===== config.mk =====
export PLATFORM = sky130hd
export DESIGN_NAME = sap_port
export DESIGN_NICKNAME = d
export VERILOG_FILES = /design/src/design/sap_pkg.sv /design/src/design/sap_port.sv
export SDC_FILE = /design/constraint.sdc
export NUM_CORES = 1
export LEC_CHECK = 0
export BUFFER_PORTS_ARGS = -buffer_cell sky130_fd_sc_hd__buf_4
export CAP_MARGIN = 20
export CORE_ASPECT_RATIO = 0.9
export CORE_MARGIN = 10
export CORE_UTILIZATION = 58
export CTS_BUF_LIST = sky130_fd_sc_hd__clkbuf_8
export DETAILED_ROUTE_END_ITERATION = 6
export PLACE_DENSITY = 0.82
export RECOVER_POWER = 25
export SETUP_SLACK_MARGIN = 0.15
export SYNTH_ARGS = -nofsm -noshare
export SYNTH_HDL_FRONTEND = slang
export SYNTH_SLANG_ARGS = --single-unit

===== constraint.sdc =====
create_clock -name core_clk -period 3.45 [get_ports core_clk]
set_input_delay 0.8625 -clock core_clk [delete_from_list [all_inputs] [get_ports core_clk]]
set_output_delay 0.8625 -clock core_clk [all_outputs]
set_load 0.05 [all_outputs]

===== src/design/sap_pkg.sv =====
package sap_pkg;
  // serial data format codes
  localparam logic [1:0] FMT_LJ = 2'h0;
  localparam logic [1:0] FMT_I2S = 2'h1;
  localparam logic [1:0] FMT_TDM = 2'h2;
  localparam logic [1:0] FMT_RSVD = 2'h3;
  // operating mode codes
  localparam logic [1:0] OP_SSM = 2'h0;
  localparam logic [1:0] OP_DSM = 2'h1;
  localparam logic [1:0] OP_QSM = 2'h2;
  localparam logic [1:0] OP_SLAVE = 2'h3;
  // register map, byte addresses
  localparam logic [7:0] ADDR_MODE_CTRL = 8'h00;
  localparam logic [7:0] ADDR_STATUS = 8'h04;
  // mode control fields
  localparam int CTRL_FMT_LSB = 0;
  localparam int CTRL_OP_LSB = 2;
  localparam int CTRL_DIV_LSB = 4;
  localparam int CTRL_CPEN_BIT = 7;
  localparam logic [31:0] CTRL_RESET = 32'h0000_0000;
  localparam logic [31:0] CTRL_WMASK = 32'h0000_00bf;
  // status fields
  localparam int STAT_SPEED_LSB = 0;
  localparam int STAT_RUN_BIT = 3;
  localparam int STAT_MASTER_BIT = 4;
  localparam int STAT_RATIO_LSB = 16;
  // frame geometry
  localparam int SAMPLE_BITS = 24;
  localparam int SLOT_BITS = 32;
  localparam int TDM_SLOTS = 4;
  localparam logic [7:0] LJ_LAST_BIT = 8'h3f;
  localparam logic [7:0] TDM_LAST_BIT = 8'hff;
  localparam logic [8:0] POS_SAT = 9'h1ff;
  // master bit clock half period in core clocks, per speed
  localparam logic [3:0] HALF_SSM = 4'h4;
  localparam logic [3:0] HALF_DSM = 4'h2;
  localparam logic [3:0] HALF_QSM = 4'h1;
  // latest start of audio after reset release, in core clocks
  localparam int MAX_START_CYCLES = 524288;
  localparam logic [11:0] RATIO_SAT = 12'hfff;

  typedef enum logic [2:0] {
    SPD_SINGLE = 3'b001,
    SPD_DOUBLE = 3'b010,
    SPD_QUAD = 3'b100
  } sap_speed_t;

  typedef enum logic [1:0] {
    ST_WAIT = 2'b01,
    ST_RUN = 2'b10
  } sap_state_t;
endpackage : sap_pkg


===== src/design/sap_port.sv =====
module sap_port import sap_pkg::*; #(
  parameter int START_WAIT = 1024,
  parameter int THR_SINGLE = 192,
  parameter int THR_DOUBLE = 96
) (
  input wire logic core_clk,
  input wire logic rstn,
  input wire logic [7:0] paddr,
  input wire logic psel,
  input wire logic penable,
  input wire logic pwrite,
  input wire logic [31:0] pwdata,
  output logic [31:0] prdata,
  output logic pready,
  output logic pslverr,
  input wire logic op_select_hi,
  input wire logic op_select_lo,
  input wire logic format_select_hi,
  input wire logic format_select_lo,
  input wire logic clk_src_crystal,
  input wire logic crystal_in,
  output logic crystal_out,
  output logic mclk_pin_out,
  output logic mclk_pin_oe,
  input wire logic bit_clock_in,
  output logic bit_clock_out,
  output logic bit_clock_oe,
  input wire logic frame_clock_in,
  output logic frame_clock_out,
  output logic frame_clock_oe,
  input wire logic [23:0] sample_ch1,
  input wire logic [23:0] sample_ch2,
  input wire logic [23:0] sample_ch3,
  input wire logic [23:0] sample_ch4,
  output logic sample_take,
  output logic serial_out_first,
  output logic serial_out_second,
  output logic serial_out_third_complement,
  output logic serial_out_fourth
);

  // refuse settings the counters cannot serve, at elaboration
  if (START_WAIT < 1 || START_WAIT > MAX_START_CYCLES) begin : g_bad_start
    $error("START_WAIT out of range");
  end
  if (THR_DOUBLE < 1 || THR_SINGLE <= THR_DOUBLE ||
      THR_SINGLE > 4095) begin : g_bad_thr
    $error("speed thresholds out of order");
  end

  localparam logic [19:0] START_LAST = 20'(START_WAIT - 1);
  localparam logic [11:0] THR_S = 12'(THR_SINGLE);
  localparam logic [11:0] THR_D = 12'(THR_DOUBLE);

  logic [31:0] ctrl_reg;
  logic [31:0] prdata_reg;
  logic [1:0] op_pin_reg;
  logic [1:0] fmt_pin_reg;
  logic latched_reg;
  sap_state_t state_reg;
  logic [19:0] start_cnt_reg;
  logic [3:0] half_cnt_reg;
  logic m_sclk_reg;
  logic m_fclk_reg;
  logic [7:0] mbit_reg;
  logic sclk_prev_reg;
  logic fclk_prev_reg;
  logic [8:0] pos_reg;
  logic odd_reg;
  logic [23:0] sh_reg [0:TDM_SLOTS-1];
  logic [23:0] samp_in [0:TDM_SLOTS-1];
  logic take_reg;
  logic out_a_reg;
  logic out_b_reg;
  logic out_c_reg;
  logic [11:0] per_cnt_reg;
  logic [11:0] ratio_reg;
  sap_speed_t speed_reg;
  logic cpen, is_master, is_tdm, is_rsvd, is_i2s, running;
  logic [1:0] op_eff, fmt_eff, div_shift;
  logic [3:0] half_lim;
  logic [7:0] mbit_next, frame_last;
  logic sclk_cur, fclk_cur, sclk_fall, fclk_rise, fclk_fall;
  logic restart, odd_now, load_now;
  logic bit_a, bit_b;
  logic [8:0] eff_pos;
  logic [11:0] ratio_now;
  sap_speed_t master_speed;

  function automatic logic sample_bit(input logic [23:0] w,
                                      input logic [8:0] idx);
    sample_bit = (idx < 9'(SAMPLE_BITS)) ? w[5'd23 - idx[4:0]] : 1'b0;
  endfunction : sample_bit

  assign samp_in[0] = sample_ch1;
  assign samp_in[1] = sample_ch2;
  assign samp_in[2] = sample_ch3;
  assign samp_in[3] = sample_ch4;

  // strap pins are caught once, on the first edge after reset release
  always_ff @(posedge core_clk or negedge rstn) begin
    if (!rstn) begin
      op_pin_reg <= 2'h0;
      fmt_pin_reg <= 2'h0;
      latched_reg <= 1'b0;
    end else if (!latched_reg) begin
      op_pin_reg <= {op_select_hi, op_select_lo};
      fmt_pin_reg <= {format_select_hi, format_select_lo};
      latched_reg <= 1'b1;
    end
  end

  // pins or register; once enabled, the pins no longer matter
  assign cpen = ctrl_reg[CTRL_CPEN_BIT];
  assign op_eff = cpen ? ctrl_reg[CTRL_OP_LSB +: 2] : op_pin_reg;
  assign fmt_eff = cpen ? ctrl_reg[CTRL_FMT_LSB +: 2] : fmt_pin_reg;
  assign div_shift = ctrl_reg[CTRL_DIV_LSB +: 2];
  assign is_master = (op_eff != OP_SLAVE);
  assign is_tdm = (fmt_eff == FMT_TDM);
  assign is_i2s = (fmt_eff == FMT_I2S);
  assign is_rsvd = (fmt_eff == FMT_RSVD);
  assign running = (state_reg == ST_RUN);

  // start-up wait; bounded by the latest allowed start
  always_ff @(posedge core_clk or negedge rstn) begin
    if (!rstn) begin
      state_reg <= ST_WAIT;
      start_cnt_reg <= 20'h0_0000;
    end else begin
      case (state_reg)
        ST_WAIT: begin
          if (latched_reg) begin
            start_cnt_reg <= start_cnt_reg + 20'h0_0001;
            if (start_cnt_reg == START_LAST) state_reg <= ST_RUN;
          end
        end
        ST_RUN: state_reg <= ST_RUN;
        default: state_reg <= ST_WAIT;
      endcase
    end
  end

  // master speed straight from the op code
  always_comb begin
    case (op_eff)
      OP_DSM: begin
        master_speed = SPD_DOUBLE;
        half_lim = HALF_DSM;
      end
      OP_QSM: begin
        master_speed = SPD_QUAD;
        half_lim = HALF_QSM;
      end
      default: begin
        master_speed = SPD_SINGLE;
        half_lim = HALF_SSM;
      end
    endcase
  end

  // master clock generation; frame clock moves on the bit clock fall
  assign frame_last = is_tdm ? TDM_LAST_BIT : LJ_LAST_BIT;
  assign mbit_next = (mbit_reg >= frame_last) ? 8'h00 : mbit_reg + 8'h01;
  always_ff @(posedge core_clk or negedge rstn) begin
    if (!rstn) begin
      half_cnt_reg <= 4'h0;
      m_sclk_reg <= 1'b0;
      m_fclk_reg <= 1'b0;
      mbit_reg <= 8'hff;
    end else if (!running || !is_master || is_rsvd) begin
      half_cnt_reg <= 4'h0;
      m_sclk_reg <= 1'b0;
      m_fclk_reg <= 1'b0;
      mbit_reg <= 8'hff;
    end else if (half_cnt_reg >= half_lim - 4'h1) begin
      half_cnt_reg <= 4'h0;
      m_sclk_reg <= ~m_sclk_reg;
      if (m_sclk_reg) begin
        mbit_reg <= mbit_next;
        // lj: high in first half; tdm: high for the first slot only; i2s: low in first half
        m_fclk_reg <= (mbit_next < 8'(SLOT_BITS)) ^ is_i2s;
      end
    end else begin
      half_cnt_reg <= half_cnt_reg + 4'h1;
    end
  end

  // pick own or partner clocks; inputs are already synchronous
  assign sclk_cur = is_master ? m_sclk_reg : bit_clock_in;
  assign fclk_cur = is_master ? m_fclk_reg : frame_clock_in;
  always_ff @(posedge core_clk or negedge rstn) begin
    if (!rstn) begin
      sclk_prev_reg <= 1'b0;
      fclk_prev_reg <= 1'b0;
    end else begin
      sclk_prev_reg <= sclk_cur;
      fclk_prev_reg <= fclk_cur;
    end
  end
  assign sclk_fall = sclk_prev_reg & ~sclk_cur;
  assign fclk_rise = ~fclk_prev_reg & fclk_cur;
  assign fclk_fall = fclk_prev_reg & ~fclk_cur;
  assign odd_now = is_i2s ? ~fclk_cur : fclk_cur;
  // tdm ignores the falling frame edge
  assign restart = running && !is_rsvd &&
                   (is_tdm ? fclk_rise : (fclk_rise | fclk_fall));
  assign load_now = restart && (is_tdm || odd_now);

  // bit position within channel or frame, saturating for long frames
  always_ff @(posedge core_clk or negedge rstn) begin
    if (!rstn) begin
      pos_reg <= 9'h000;
      odd_reg <= 1'b0;
      take_reg <= 1'b0;
    end else begin
      take_reg <= load_now;
      if (!running || is_rsvd) begin
        pos_reg <= 9'h000;
      end else if (restart) begin
        pos_reg <= 9'h000;
        odd_reg <= odd_now;
      end else if (sclk_fall && pos_reg != POS_SAT) begin
        pos_reg <= pos_reg + 9'h001;
      end
    end
  end

  // one shadow word per channel, captured at frame start
  for (genvar ch = 0; ch < TDM_SLOTS; ch++) begin : g_shadow
    always_ff @(posedge core_clk or negedge rstn) begin
      if (!rstn) sh_reg[ch] <= 24'h00_0000;
      else if (load_now) sh_reg[ch] <= samp_in[ch];
    end
  end

  // bit selection; i2s lags its frame edge by one bit clock
  always_comb begin
    eff_pos = pos_reg - {8'h00, is_i2s};
    bit_a = 1'b0;
    bit_b = 1'b0;
    if (is_tdm) begin
      // only four slots carry data; the rest of the frame stays zero
      if (pos_reg < 9'(TDM_SLOTS * SLOT_BITS))
        bit_a = sample_bit(sh_reg[pos_reg[6:5]], {4'h0, pos_reg[4:0]});
    end else if (!(is_i2s && pos_reg == 9'h000)) begin
      // past 24 bits reads zero; short channels simply stop early
      bit_a = sample_bit(odd_reg ? sh_reg[0] : sh_reg[1], eff_pos);
      bit_b = sample_bit(odd_reg ? sh_reg[2] : sh_reg[3], eff_pos);
    end
  end

  // registered data pins, one core clock behind the position
  always_ff @(posedge core_clk or negedge rstn) begin
    if (!rstn) begin
      out_a_reg <= 1'b0;
      out_b_reg <= 1'b0;
      out_c_reg <= 1'b0;
    end else if (!running || is_rsvd) begin
      out_a_reg <= 1'b0;
      out_b_reg <= 1'b0;
      out_c_reg <= 1'b0;
    end else begin
      out_a_reg <= bit_a;
      out_b_reg <= is_tdm ? 1'b0 : bit_b;
      out_c_reg <= is_tdm ? ~bit_a : 1'b0;
    end
  end

  // slave speed: core clocks per frame, scaled by the divider
  assign ratio_now = per_cnt_reg >> div_shift;
  always_ff @(posedge core_clk or negedge rstn) begin
    if (!rstn) begin
      per_cnt_reg <= 12'h000;
      ratio_reg <= 12'h000;
      speed_reg <= SPD_SINGLE;
    end else if (is_master) begin
      per_cnt_reg <= 12'h000;
      speed_reg <= master_speed;
    end else if (fclk_rise) begin
      per_cnt_reg <= 12'h001;
      ratio_reg <= ratio_now;
      if (ratio_now >= THR_S) speed_reg <= SPD_SINGLE;
      else if (ratio_now >= THR_D) speed_reg <= SPD_DOUBLE;
      else speed_reg <= SPD_QUAD;
    end else if (per_cnt_reg != RATIO_SAT) begin
      per_cnt_reg <= per_cnt_reg + 12'h001;
    end
  end

  // apb write in the access phase
  always_ff @(posedge core_clk or negedge rstn) begin
    if (!rstn) begin
      ctrl_reg <= CTRL_RESET;
    end else if (psel && penable && pwrite && paddr == ADDR_MODE_CTRL) begin
      ctrl_reg <= pwdata & CTRL_WMASK;
    end
  end

  // read data captured in setup so the access phase needs no wait
  always_ff @(posedge core_clk or negedge rstn) begin
    if (!rstn) begin
      prdata_reg <= 32'h0000_0000;
    end else if (psel && !penable) begin
      if (paddr == ADDR_MODE_CTRL) begin
        prdata_reg <= ctrl_reg;
      end else if (paddr == ADDR_STATUS) begin
        prdata_reg <= 32'h0000_0000;
        prdata_reg[STAT_SPEED_LSB +: 3] <= speed_reg;
        prdata_reg[STAT_RUN_BIT] <= running;
        prdata_reg[STAT_MASTER_BIT] <= is_master;
        prdata_reg[STAT_RATIO_LSB +: 12] <= ratio_reg;
      end else begin
        prdata_reg <= 32'h0000_0000;
      end
    end
  end

  assign prdata = prdata_reg;
  assign pready = psel & penable;
  assign pslverr = psel & penable &
                   (paddr != ADDR_MODE_CTRL) & (paddr != ADDR_STATUS);

  // clock source pins; the copy is a pure buffer, no register
  assign mclk_pin_oe = clk_src_crystal;
  assign mclk_pin_out = clk_src_crystal & crystal_in;
  assign crystal_out = clk_src_crystal & ~crystal_in;
  assign bit_clock_out = m_sclk_reg;
  assign bit_clock_oe = is_master;
  assign frame_clock_out = m_fclk_reg;
  assign frame_clock_oe = is_master;
  assign sample_take = take_reg;
  assign serial_out_first = out_a_reg;
  assign serial_out_second = out_b_reg;
  assign serial_out_third_complement = out_c_reg;
  assign serial_out_fourth = 1'b0;
endmodule : sap_port


# After elaboration in Yosys (flattened, before gate mapping)
# Index checks and enable logic that the tools add are counted.
[word_totals]
regBits = 219
input_bits = 149
output_inout_bits = 46
word_cells = 169
[classes]
n_addsub = 9
magnitude_cmp = 11
n_eq_ne = 15
shift = 1
mux = 58
bitwise_logic = 19
reduce_logical = 30
[ops]
columns = ["op", "n"]
rows = [
  ["$mux W24", 4],
  ["$mux W28", 2],
  ["$bmux W24 S2", 1],
  ["$mux W8", 5],
  ["$mux W12", 3],
  ["$mux W9", 3],
  ["$mux W1", 24],
  ["$add A20 B1 Y20 const B", 1],
  ["$eq A20 B10 Y1 const B", 1],
  ["$bmux W1 S5", 3],
  ["$add A12 B1 Y12 const B", 1],
  ["$ge A12 B7 Y1 const B", 1],
  ["$ge A12 B8 Y1 const B", 1],
  ["$lt A5 B6 Y1 const B", 2],
  ["$mux W3", 4],
  ["$ne A12 B12 Y1 const B", 1],
  ["$pmux W3 S2", 2],
  ["$shr A12 B2 Y12", 1],
  ["$reduce_and A2 Y1", 5],
  ["$sub A5 B5 Y5 const A", 2],
  ["$add A9 B1 Y9 const B", 1],
  ["$logic_and A1 B1 Y1", 9],
  ["$logic_not A9 Y1", 1],
  ["$lt A9 B5 Y1 const B", 1],
  ["30 further kinds", 64],
]

# Logic depth before layout (Yosys ltp)
[logic_depth]
ltp_word = 12
ltp_mapped = 13
ltp_nobuf = 12

# Worst setup path before layout
# Ideal clock, no wire load.
[synth_timing]
kind = "reg2reg"
startpoint = "register ctrl_reg[7]"
endpoint = "register out_a_reg (netlist: serial_out_first)"
setup_time_ns = 0.078
arrival_ns = 3.007
required_ns = 3.372
path_slack_ns = 0.366
path_stages_with_launch = 14
n_path_buf = 1
period_less_slack_ns = 3.084
cell_sequence = "dfrtp_1 > buf_6 > or3b_2 > nand2_1 > ha_1 > ha_1 > or3b_2 > xnor2_1 > ha_1 > nor4b_1 > nand3_1 > nor2_1 > o311ai_1 > a21boi_1"
[synth_via]
elab_chain_cells = 10
elab_cells_between_ends = 15
classes_between = "add/sub: 2; order compare: 1; eq/ne: 3; mux: 7; reduce/logical: 2"
[synth_lines]
columns = ["item", "line", "text"]
rows = [
  ["start: declaration", "sap_port.sv:55", "logic [31:0] ctrl_reg;"],
  ["start signal: assignment", "sap_port.sv:295", "ctrl_reg <= pwdata & CTRL_WMASK;"],
  ["$mux W2 (*)", "sap_port.sv:116", "assign fmt_eff = cpen ? ctrl_reg[CTRL_FMT_LSB +: 2] : fmt_pin_reg;"],
  ["$eq A2 B1 Y1", "sap_port.sv:120", "assign is_i2s = (fmt_eff == FMT_I2S);"],
  ["$sub A9 B1 Y9", "sap_port.sv:238", "eff_pos = pos_reg - {8'h00, is_i2s};"],
  ["$sub A5 B5 Y5", "sap_port.sv:92", "sample_bit = (idx < 9'(SAMPLE_BITS)) ? w[5'd23 - idx[4:0]] : 1'b0;"],
  ["$bmux W1 S5", "sap_port.sv:92", ""],
  ["$mux W1 (not written as such)", "sap_port.sv:92", ""],
  ["$mux W1", "sap_port.sv:92", ""],
  ["$mux W1", "sap_port.sv:245", "end else if (!(is_i2s && pos_reg == 9'h000)) begin"],
  ["$mux W1", "sap_port.sv:241", "if (is_tdm) begin"],
  ["$mux W1 (*)", "sap_port.sv:258", "end else if (!running || is_rsvd) begin"],
  ["end signal: assignment", "sap_port.sv:263", "out_a_reg <= bit_a;"],
  ["end: declaration", "sap_port.sv:73", "logic out_a_reg;"],
]
# Every way passes the cells marked *; elsewhere a longest branch is shown, timed or not. The select of a mux whose other input is x is not followed.
# A chain may end at the register's enable or synchronous reset.

# Final worst setup path
[layout_timing]
startpoint = "register ctrl_reg[7]"
endpoint = "output port bit_clock_oe"
[layout_via]
elab_chain_cells = 2
[layout_lines]
columns = ["item", "line", "text"]
rows = [
  ["$mux W2", "sap_port.sv:115", "assign op_eff = cpen ? ctrl_reg[CTRL_OP_LSB +: 2] : op_pin_reg;"],
  ["$ne A2 B2 Y1", "sap_port.sv:118", "assign is_master = (op_eff != OP_SLAVE);"],
  ["end: declaration", "sap_port.sv:27", "output logic bit_clock_oe,"],
]
# No other way between the ends.

==> metrics <==
first-pass GRT wire length=43600 um; 1st-iter DRT viols=approximately 580; Clock power frac=41.0%; HPWL Detailed=~20000 um; Critical-path top delay cell=dfrtp_1; drt wl/cell=20.2 um; drt drc=0; post-route ant nets=0; Clk Latency, worst-skew pair=530 ps; CTS tree=yes; IO Count=195; P_leak=6.38 nW; worst hold path depth=1; Mapped Cells=902; Reg power frac=around 49%; crit path buf inv count=5; hold crit path type=reg -> reg; Worst Clk Skew=approximately 25 ps; full die area=roughly 25000 um^2; Final Slew Violations=64; initial antenna violation count=0; Clock Pin Slew Worst Setup and Hold Paths=60 ps; setup violators final=0; gr usage total=between 20% and 30%; YS warnings=0; Die Wd=between 150 and 200 um; hold violation count in the final report=0; Net Sw Power=1.32 mW; Final min period=between 3000 and 4000 ps; Congestion Overflow GR=0; depth of the worst register-to-register path=8; Place WS=249 ps; routed via count=7871; synthesized area=10900 um^2; CP Cell Sequence=buf_4 -> mux2i_1 -> inv_1 -> ha_1 -> buf_4 -> inv_1 -> buf_4; register area share after synthesis=around 47%; core footprint=18500 um^2; layout cells sized above 1=a little under two fifths; RSZ-0062 raised after global routing=false; routed vias/inst=around 6; crit share post-route=just over 90%; arrival time at the worst endpoint=2320 ps; Max-cap violations=1; Hold-fix buffers, CTS=0; I/O Buffers=155; Mapped Avg Cell Area=12.1 um^2; WP data required=2590 ps; commonest cells after routing, fill and taps aside=196 x dfrtp_1, 178 x buf_4, 112 x mux2_2; most common cell after layout, fill and taps aside=dfrtp_1; vias in the first global route=approximately 8200; Yosys reg bits=a little over 200; total CTS buffers=36; Post-synth ARST share=100%; Synth Flop Type=dfrtp_1; PnR worst setup slack=around 270 ps; outcome=finished with violations; critical path's most frequent cell=buf_4; dpl cell area=12300 um^2; Initial Util=59.2%; diode count=0; die height=150 um; distinct cell type count after synthesis=64; final total power=5.19 mW; family with the most delay on the worst path=buffers and inverters; area grow syn2layout=19.1%; Largest register FFs=96; Crit path largest cell delay=350 ps; number of synthesized flops with an enable pin=0; Worst setup SP type=flop; Design Area, Final=13000 um^2; Power Density=399 nW/um^2; Levels on crit path=7; largest net degree at the start of global routing=80; Site Rows=47; routed wire length=roughly 27000 um; Slew HR=-6.39%; Sw Ratio=25.5%; clock sinks=206; Final GP Congestion=0.894; failing checks=capacitance limit, slew limit; setup tns final=0 ps; crit-path max FO=12; Slew @ Worst Pin=around 1600 ps; CTS max path bufs=3; Comb power frac=10.3%; critical path class=reg -> out; Fmax=314 MHz; NumNets Final=1243; cell internal pwr=3.87 mW; Root Driver=clkbuf_8; Peak VDD IR=0.000235 V; Critical Path End Type=output pin; router iterations before antenna repair=6; H-tree lvl count=2
[logic make-up (layout without fill, tap and decap cells)]
logic type      after synthesis  in the layout  synth area share (%)
other cells                   2             16                0.0687
buf+inv                      95            271                  4.57
mux                         197            197                  24.6
flops                       206            206                  47.3
xor+xnor                     39             39                  3.30
compound gates              113            113                  7.26
fa+ha+maj                    22             22                  2.52
simple gates                228            228                  10.4
[layout make-up]
class | count | area [um^2]
Clock buffer | 41 | 564
Clock inverter | 17 | 98.8
Fill cell | 1323 | 5450
Inverter | 29 | 109
Multi-Input combinational cell | 615 | 5340
Sequential cell | 206 | 5170
Tap cell | 245 | 307
Timing Repair Buffer | 184 | 1430
[power by group through the flow]
| stage | Combinational, mW | Sequential (mW) | Clock, mW |
|---|---|---|---|
| 4_1_cts | 0.522 | 2.53 | 2.18 |
| 6_report | 0.532 | 2.53 | 2.13 |
| 5_1_grt | 0.586 | 2.54 | 2.29 |
| 3_5_place_dp | 0.520 | 2.57 | 0 |
| 2_1_floorplan | 0.300 | 2.56 | 0 |
| 3_3_place_gp | 0.508 | 2.57 | 0 |
[repair_timing]
action                     CTS  global route
buffers inserted             0             5
setup endpoints to repair    0             2
resized for setup            0             5
[per-layer routing]
| metal | GRT usage, % | share of wire [%] | vias to the layer above |
|---|---|---|---|
| met5 | 0 | 0 | - |
| met1 | 29.2 | 42 | 3950 |
| met3 | 5.95 | 8.1 | 37 |
| li1 | - | - | 3600 |
| met4 | 5.40 | 1.7 | 0 |
| met2 | 34.6 | 48 | 284 |
[path summary, 6_finish.rpt]
| path | from | slack (ps) | endpoint |
|---|---|---|---|
| worst min-delay path | start_cnt_reg[6] | 470 | start_cnt_reg[6] |
| worst min register to register | start_cnt_reg[6] | 470 | start_cnt_reg[6] |
| min in group asynchronous | rstn | 730 | sh_reg[85] |
| max in group asynchronous | rstn | 920 | op_pin_reg[0] |
| worst max-delay path | ctrl_reg[7] | 270 | bit_clock_oe |
| worst max register to register | fmt_pin_reg[1] | 310 | serial_out_first |
[through the flow]
step,cells,hold slack [ps],util (%)
finish,1337,466,70.5
global route,1337,494,70.5
detailed placement,1274,458,66.7
global placement,1274,454,66.7
floorplan,916,429,-
CTS,1332,329,70.3
[Yosys cell counts (8+ instances only)]
cell	count	area share [%]
buf_4	19	1.3
nand2_1	58	2.0
inv_1	29	1.0
clkbuf_1	23	0.79
mux4_2	43	8.9
buf_2	14	0.64
nor2b_1	12	0.69
nand2b_1	8	0.46
xnor2_1	29	2.3
dfrtp_1	196	45
ha_1	22	2.5
dfstp_2	10	2.4
nand3_1	27	1.2
a31oi_1	10	0.57
mux2_2	112	12
mux2i_1	37	3.4
nor2_1	60	2.1
nor3_1	10	0.46
xor2_1	9	0.72
a22o_1	15	1.2
a21oi_1	16	0.73
o21ai_0	24	1.1
and3_1	12	0.69
nand4_1	9	0.52
(Power assumes the default switching activity.)
